[src/include/smcr_pkg.sv]
// Package of constants and types for the switch management configuration registers.
`default_nettype none

package smcr_pkg;

    localparam logic [7:0] SMCR_OFS_GLOBAL_CFG = 8'h00;
    localparam logic [7:0] SMCR_OFS_TAG_CTRL = 8'h03;
    localparam logic [7:0] SMCR_OFS_STEER_LO = 8'h04;
    localparam logic [7:0] SMCR_OFS_STEER_HI = 8'h05;

    localparam logic [7:0] SMCR_RST_GLOBAL_CFG = 8'h00;
    localparam logic [7:0] SMCR_RST_TAG_CTRL = 8'h00;
    localparam logic [15:0] SMCR_RST_STEER = 16'h0000;
    localparam logic [7:0] SMCR_RDATA_UNMAPPED = 8'h00;

    localparam int SMCR_SEL_HI = 7;
    localparam int SMCR_SEL_LO = 6;
    localparam int SMCR_BPDU_BIT = 1;
    localparam int SMCR_CLEAR_BIT = 0;
    localparam int SMCR_TAG_PRI_BIT = 0;
    localparam int SMCR_TAG_SEC_BIT = 1;
    localparam int SMCR_STEER_WIDTH = 9;
    localparam logic [8:0] SMCR_STEER_USED_MASK = 9'h13F;

    localparam logic [1:0] SMCR_SEL_NONE = 2'h0;
    localparam logic [1:0] SMCR_SEL_RSVD = 2'h1;
    localparam logic [1:0] SMCR_SEL_PRIMARY = 2'h2;
    localparam logic [1:0] SMCR_SEL_DUAL = 2'h3;

    localparam logic [3:0] SMCR_PORT_PRIMARY = 4'h8;
    localparam logic [3:0] SMCR_PORT_SECONDARY = 4'h5;
    localparam logic [3:0] SMCR_PORT_NONE = 4'h0;

    typedef enum logic [1:0] {
        SMCR_MODE_NONE = 2'b00,
        SMCR_MODE_PRIMARY = 2'b01,
        SMCR_MODE_DUAL = 2'b10
    } smcr_mode_type;

    typedef struct packed {
        logic wr;
        logic rd;
        logic [7:0] addr;
        logic [7:0] wdata;
    } smcr_reg_req_type;

    typedef struct packed {
        logic valid;
        logic from_wan;
    } smcr_cpu_req_type;

    typedef struct packed {
        logic valid;
        logic forward;
        logic [3:0] port;
    } smcr_dest_type;

endpackage : smcr_pkg

`default_nettype wire

[src/rtl/smcr_cpu_route.sv]
// Destination choice for CPU-bound frames from the management mode.
`default_nettype none

module smcr_cpu_route (
    input wire logic clk_sys,
    input wire logic rst,
    input wire smcr_pkg::smcr_mode_type mode,
    input wire smcr_pkg::smcr_cpu_req_type req,
    output smcr_pkg::smcr_dest_type dest
);
    import smcr_pkg::*;

    smcr_dest_type dest_reg;
    smcr_dest_type dest_next;

    always_comb begin
        dest_next = '0;
        dest_next.valid = req.valid;
        dest_next.port = SMCR_PORT_NONE;
        unique case (mode)
            SMCR_MODE_NONE: begin
                dest_next.forward = 1'b0;
            end
            SMCR_MODE_PRIMARY: begin
                dest_next.forward = req.valid;
                dest_next.port = SMCR_PORT_PRIMARY;
            end
            SMCR_MODE_DUAL: begin
                dest_next.forward = req.valid;
                dest_next.port = req.from_wan ? SMCR_PORT_SECONDARY : SMCR_PORT_PRIMARY;
            end
            default: begin
                dest_next.forward = 1'b0;
            end
        endcase
    end

    always_ff @(posedge clk_sys) begin
        if (rst) begin
            dest_reg <= '0;
        end else begin
            dest_reg <= dest_next;
        end
    end

    assign dest = dest_reg;

endmodule : smcr_cpu_route

`default_nettype wire

[src/rtl/smcr_tag_filter.sv]
// Tag header insert and ingress check for one management port.
`default_nettype none

module smcr_tag_filter (
    input wire logic clk_sys,
    input wire logic rst,
    input wire logic tag_enable,
    input wire logic rx_valid,
    input wire logic rx_has_tag,
    output logic tx_insert,
    output logic rx_accept,
    output logic rx_discard
);
    logic insert_reg;
    logic insert_next;
    logic accept_reg;
    logic accept_next;
    logic discard_reg;
    logic discard_next;

    always_comb begin
        insert_next = tag_enable;
        accept_next = rx_valid && (!tag_enable || rx_has_tag);
        discard_next = rx_valid && tag_enable && !rx_has_tag;
    end

    always_ff @(posedge clk_sys) begin
        if (rst) begin
            insert_reg <= 1'b0;
            accept_reg <= 1'b0;
            discard_reg <= 1'b0;
        end else begin
            insert_reg <= insert_next;
            accept_reg <= accept_next;
            discard_reg <= discard_next;
        end
    end

    assign tx_insert = insert_reg;
    assign rx_accept = accept_reg;
    assign rx_discard = discard_reg;

endmodule : smcr_tag_filter

`default_nettype wire

[src/rtl/smcr_regs.sv]
// Management configuration register bank with routing, trap, clear, tag and steering controls.
`default_nettype none

module smcr_regs (
    input wire logic clk_sys,
    input wire logic rst,
    input wire smcr_pkg::smcr_reg_req_type reg_req,
    output logic [7:0] reg_rdata,
    output logic reg_rvalid,
    input wire logic unmanaged_mode,
    input wire smcr_pkg::smcr_cpu_req_type cpu_req,
    output smcr_pkg::smcr_dest_type cpu_dest,
    input wire logic bpdu_valid,
    output smcr_pkg::smcr_dest_type bpdu_dest,
    output logic counter_clear,
    output logic [1:0] tag_insert,
    input wire logic [1:0] mgmt_rx_valid,
    input wire logic [1:0] mgmt_rx_has_tag,
    output logic [1:0] mgmt_rx_accept,
    output logic [1:0] mgmt_rx_discard,
    output logic [8:0] counter_tx_side,
    output logic [1:0] active_mode
);
    import smcr_pkg::*;

    logic [7:0] global_cfg_reg;
    logic [7:0] global_cfg_next;
    logic [7:0] tag_ctrl_reg;
    logic [7:0] tag_ctrl_next;
    logic [15:0] steer_reg;
    logic [15:0] steer_next;
    logic [7:0] rdata_reg;
    logic [7:0] rdata_next;
    logic rvalid_reg;
    logic rvalid_next;
    logic clear_reg;
    logic clear_next;
    logic [8:0] tx_side_reg;
    logic [8:0] tx_side_next;
    smcr_mode_type mode_reg;
    smcr_mode_type mode_next;
    smcr_dest_type bpdu_reg;
    smcr_dest_type bpdu_next;
    logic [1:0] tag_eff;
    logic wr_global;

    // Register writes and reads.
    always_comb begin
        global_cfg_next = global_cfg_reg;
        tag_ctrl_next = tag_ctrl_reg;
        steer_next = steer_reg;
        rdata_next = rdata_reg;
        rvalid_next = reg_req.rd;
        wr_global = reg_req.wr && (reg_req.addr == SMCR_OFS_GLOBAL_CFG);
        if (reg_req.wr) begin
            unique case (reg_req.addr)
                SMCR_OFS_GLOBAL_CFG: begin
                    global_cfg_next = reg_req.wdata;
                end
                SMCR_OFS_TAG_CTRL: begin
                    tag_ctrl_next = reg_req.wdata;
                end
                SMCR_OFS_STEER_LO: begin
                    steer_next[7:0] = reg_req.wdata;
                end
                SMCR_OFS_STEER_HI: begin
                    steer_next[15:8] = reg_req.wdata;
                end
                default: begin
                    global_cfg_next = global_cfg_reg;
                end
            endcase
        end
        if (reg_req.rd) begin
            unique case (reg_req.addr)
                SMCR_OFS_GLOBAL_CFG: begin
                    rdata_next = global_cfg_reg;
                end
                SMCR_OFS_TAG_CTRL: begin
                    rdata_next = tag_ctrl_reg;
                end
                SMCR_OFS_STEER_LO: begin
                    rdata_next = steer_reg[7:0];
                end
                SMCR_OFS_STEER_HI: begin
                    rdata_next = steer_reg[15:8];
                end
                default: begin
                    rdata_next = SMCR_RDATA_UNMAPPED;
                end
            endcase
        end
    end

    always_ff @(posedge clk_sys) begin
        if (rst) begin
            global_cfg_reg <= SMCR_RST_GLOBAL_CFG;
            tag_ctrl_reg <= SMCR_RST_TAG_CTRL;
            steer_reg <= SMCR_RST_STEER;
            rdata_reg <= SMCR_RDATA_UNMAPPED;
            rvalid_reg <= 1'b0;
        end else begin
            global_cfg_reg <= global_cfg_next;
            tag_ctrl_reg <= tag_ctrl_next;
            steer_reg <= steer_next;
            rdata_reg <= rdata_next;
            rvalid_reg <= rvalid_next;
        end
    end

    // Effective management mode, counter clear and steering outputs.
    always_comb begin
        mode_next = SMCR_MODE_NONE;
        if (!unmanaged_mode) begin
            unique case (global_cfg_reg[SMCR_SEL_HI:SMCR_SEL_LO])
                SMCR_SEL_NONE: begin
                    mode_next = SMCR_MODE_NONE;
                end
                SMCR_SEL_RSVD: begin
                    mode_next = SMCR_MODE_NONE;
                end
                SMCR_SEL_PRIMARY: begin
                    mode_next = SMCR_MODE_PRIMARY;
                end
                SMCR_SEL_DUAL: begin
                    mode_next = SMCR_MODE_DUAL;
                end
            endcase
        end
        clear_next = wr_global && global_cfg_reg[SMCR_CLEAR_BIT]
            && !reg_req.wdata[SMCR_CLEAR_BIT];
        tx_side_next = steer_reg[SMCR_STEER_WIDTH-1:0] & SMCR_STEER_USED_MASK;
        bpdu_next = '0;
        bpdu_next.valid = bpdu_valid;
        bpdu_next.port = SMCR_PORT_PRIMARY;
        bpdu_next.forward = bpdu_valid && global_cfg_reg[SMCR_BPDU_BIT]
            && (mode_reg != SMCR_MODE_NONE);
    end

    always_ff @(posedge clk_sys) begin
        if (rst) begin
            mode_reg <= SMCR_MODE_NONE;
            clear_reg <= 1'b0;
            tx_side_reg <= '0;
            bpdu_reg <= '0;
        end else begin
            mode_reg <= mode_next;
            clear_reg <= clear_next;
            tx_side_reg <= tx_side_next;
            bpdu_reg <= bpdu_next;
        end
    end

    // Tag enables: secondary bit acts only while the secondary port is enabled.
    always_comb begin
        tag_eff[0] = tag_ctrl_reg[SMCR_TAG_PRI_BIT];
        tag_eff[1] = tag_ctrl_reg[SMCR_TAG_SEC_BIT] && (mode_reg == SMCR_MODE_DUAL);
    end

    smcr_cpu_route u_route (
        .clk_sys(clk_sys),
        .rst(rst),
        .mode(mode_reg),
        .req(cpu_req),
        .dest(cpu_dest)
    );

    smcr_tag_filter u_tag_primary (
        .clk_sys(clk_sys),
        .rst(rst),
        .tag_enable(tag_eff[0]),
        .rx_valid(mgmt_rx_valid[0]),
        .rx_has_tag(mgmt_rx_has_tag[0]),
        .tx_insert(tag_insert[0]),
        .rx_accept(mgmt_rx_accept[0]),
        .rx_discard(mgmt_rx_discard[0])
    );

    smcr_tag_filter u_tag_secondary (
        .clk_sys(clk_sys),
        .rst(rst),
        .tag_enable(tag_eff[1]),
        .rx_valid(mgmt_rx_valid[1]),
        .rx_has_tag(mgmt_rx_has_tag[1]),
        .tx_insert(tag_insert[1]),
        .rx_accept(mgmt_rx_accept[1]),
        .rx_discard(mgmt_rx_discard[1])
    );

    assign reg_rdata = rdata_reg;
    assign reg_rvalid = rvalid_reg;
    assign counter_clear = clear_reg;
    assign counter_tx_side = tx_side_reg;
    assign bpdu_dest = bpdu_reg;
    assign active_mode = mode_reg;

endmodule : smcr_regs

`default_nettype wire

[config.mk]
export PLATFORM = sky130hd
export DESIGN_NAME = smcr_regs
export DESIGN_NICKNAME = d
export VERILOG_FILES = /design/src/include/smcr_pkg.sv /design/src/rtl/smcr_cpu_route.sv /design/src/rtl/smcr_tag_filter.sv /design/src/rtl/smcr_regs.sv
export SDC_FILE = /design/constraint.sdc
export NUM_CORES = 1
export LEC_CHECK = 0
export ABC_CLOCK_PERIOD_IN_PS = 1500
export BUFFER_PORTS_ARGS = -buffer_cell sky130_fd_sc_hd__buf_4
export CORE_ASPECT_RATIO = 1.25
export CORE_MARGIN = 2
export CORE_UTILIZATION = 52
export CTS_CLUSTER_SIZE = 12
export DETAILED_ROUTE_END_ITERATION = 7
export GPL_TIMING_DRIVEN = 1
export PLACE_DENSITY = 0.74
export SLEW_MARGIN = 20
export SYNTH_ARGS = -nofsm -noshare
export SYNTH_HDL_FRONTEND = slang
export SYNTH_SLANG_ARGS = --single-unit
export TNS_END_PERCENT = 10
[constraint.sdc]
create_clock -name clk_sys -period 1.5 [get_ports clk_sys]
set_input_delay 0.075 -clock clk_sys [delete_from_list [all_inputs] [get_ports clk_sys]]
set_output_delay 0.075 -clock clk_sys [all_outputs]
set_load 0.01 [all_outputs]
==> impl_metrics.tcl <==
set metrics [dict create \
    status "completed" \
    critPathLaunchType "input port" \
    die_x_um 68.0 \
    crit_arrival_ps 1590 \
    multi_input_area_um2 1170 \
    dp_hpwl_um 3710 \
    synth_compound_area_share_pct 4.89 \
    grt_pass1_wl_um 8760 \
    cts.htree.levels 3 \
    synthXorXnorAreaFrac_pct 0.329 \
    vias 2015 \
    via_per_inst 5.17 \
    rsz0062_at_grt "false" \
    synth_top_family_by_area "simple AND/OR/NAND/NOR gates" \
    busiest_layer "met2" \
    slew_headroom_pct 60.3 \
    critPathRequiredTime_ps 1710 \
    firstDrtPassIters 4 \
    stdcell_count 390 \
    final_cell_mix "buf_4 (65), dfxtp_1 (64), nand2_1 (49)" \
    clkLatencyLatePin_ps 330 \
    fin_crit_ps 1380 \
    skew_ps 7.87 \
    leakage_nw 1.65 \
    worst_pin_slew_ps 593 \
    cts_tree "done" \
    timing.rr.start "global_cfg_reg[7]" \
    synth-simple-area-share_pct 21.0 \
    rows 29 \
    report.final.slew_viol_count 0 \
    min_period_over_period_pct 91.8 \
    largest_reg_flops 16 \
    cp_max_fo 34 \
    synth_area_leaders "dfxtp_1 (48%), mux2i_1 (12%), nand2_1 (6.9%), buf_4 (4.2%), mux2_2 (3.4%)" \
    ff2ff_setup_slack_ps 230 \
    path_clk_slew_ps 60 \
    rr_worst_depth 2 \
    setup-tns-final_ps 0 \
    p_per_area_nw_per_um2 1030 \
    synth-seq-area-share_pct 48.2 \
    yosys.area.top_type "dfxtp_1" \
    hold_start "cpu_req[1]" \
    ant_nets 0 \
    hold-path-endpoint "u_route.dest[5]" \
    met2_usage_pct 32.9 \
    drive_above_1_share_pct 28.7 \
    vdd_drop_max_v 0.000708 \
    drcViolationCount 0 \
    grt_antenna_before_repair 0 \
    nNetsFinal 354 \
    area_growth_pct 26.8 \
    clkSinkCount 64 \
    post_cts_resized 0 \
    timing.fmax_mhz 727 \
    clk_path_buf_depth 2 \
    muxShareOfSynthArea_pct 15.4 \
    io_pins 67 \
    cts_post_setup_buffers_inserted 0 \
    wl_per_cell_um 14.0 \
    use_met3_pct 3.64 \
    gr-total-overflow 0 \
    n_fill_cell 404 \
    grt_usage_pct 20.5 \
    place.port_buffers 60 \
    grt_max_degree 35 \
    coreArea_um2 5010 \
    start_util_pct 53.1 \
    clockRootBuffer "clkbuf_8" \
    hold_violations 0 \
    cts_buffers 9 \
    netlist_instances 261 \
    ys_types 35 \
    regArea_um2 1280 \
    critPathKind "in2reg" \
    drt_iter0_drc 84 \
    yosysWarnings 0 \
    hold_path_depth 2 \
    grt.met1_usage_pct 25.2 \
    drv_cap 0 \
    synth_top_area_share_pct 48.2 \
    cts_hold_repair.buffers 8 \
    setup_viol_count_final 0 \
    dieArea_um2 5710 \
    final_common_cell "buf_4" \
    grt_pass1_vias 1920 \
    critPathCaptureType "register" \
    hold_class "in2reg" \
    synthAdderAreaFrac_pct 1.41 \
    drt-total-wl_um 5460 \
    diodes 0 \
    ys_ff_latch 64 \
    netlist_area_um2 2660 \
    place_congestion 0.748 \
    dpl.cell_count 366 \
    timing.rr.end "active_mode[0]" \
    synth.avg_cell_area_um2 10.2 \
    fp.dieH_um 84.0 \
]
-- routing by layer --
layer / part of all wire, % / up-vias
li1: - / 1006
met4: 2.0 / 0
met2: 49 / 67
met1: 44 / 934
met5: 0 / -
met3: 5.6 / 8
-- worst max-delay path, stage by stage --
cell	delay (ps)
dlygate4sd3_1	520
buf_4	160
clkinv_1	280
buf_12	270
nand2_1	160
mux2i_1	90
-- worst max-delay path by stage --
stage / end / slack [ps] / depth (start not counted) / from
after detailed placement: global_cfg_reg[2] / 150 / 4 / reg_req[12]
after CTS: global_cfg_reg[2] / 130 / 6 / rst
final: global_cfg_reg[2] / 120 / 6 / rst
after global placement: counter_clear / 190 / 4 / reg_req[12]
after global routing: global_cfg_reg[2] / 10 / 6 / rst
after floorplan: reg_rdata[5] / 390 / 5 / reg_req[8]
-- cell families after synthesis --
group,count (synthesis)
DFF,64
buffers and inverters,40
muxes,40
and+or+nand+nor,94
xor gates and xnor gates,1
other,1
adders and majority gates,3
AOI/OAI and AO/OA,18
-- per-stage QoR --
step	hold slack (ps)	setup WS (ps)	total power [mW]	instance area (um2)	util, %
CTS	4.56	128	3.52	3370	67.3
global route	18.2	12.7	3.61	3370	67.3
floorplan	146	395	1.87	2680	-
global placement	246	190	1.94	3080	61.5
detailed placement	248	148	1.95	3080	61.5
finish	9.37	124	3.48	3370	67.3
-- where the power goes --
group / internal, mW / switching (mW) / total (mW)
registers: 1.71 / 0.00290 / 1.71
logic: 0.0984 / 0.114 / 0.213
clock network: 0.929 / 0.629 / 1.56
total: 2.74 / 0.746 / 3.48
-- cells in the mapped netlist, drive strengths merged --
cell type / number
dfxtp: 64
nand2: 49
mux2i: 32
buf: 22
inv: 11
nor4b: 10
a211oi: 8
and4b: 8
mux2: 8
o31ai: 8
clkbuf: 6
nor2b: 6
and2: 3
and3: 3
ha: 3
nor3b: 3
a21oi: 2
nand4: 2
nor2: 2
nor3: 2
and2b: 1
and3b: 1
clkinv: 1
conb: 1
nand2b: 1
nand3: 1
nand4b: 1
nor4bb: 1
xor2: 1
-- final cells by class --
| cell class | instances | share of cell area (%) |
|---|---|---|
| clock buffers | 10 | 3.78 |
| clock inverters | 6 | 2.49 |
| inverters | 12 | 1.34 |
| multi-input cells | 162 | 34.7 |
| flip-flops and latches | 64 | 38.0 |
| well taps | 62 | 2.30 |
| repair buffers | 74 | 17.4 |
Power figures use the tool's default switching activity.
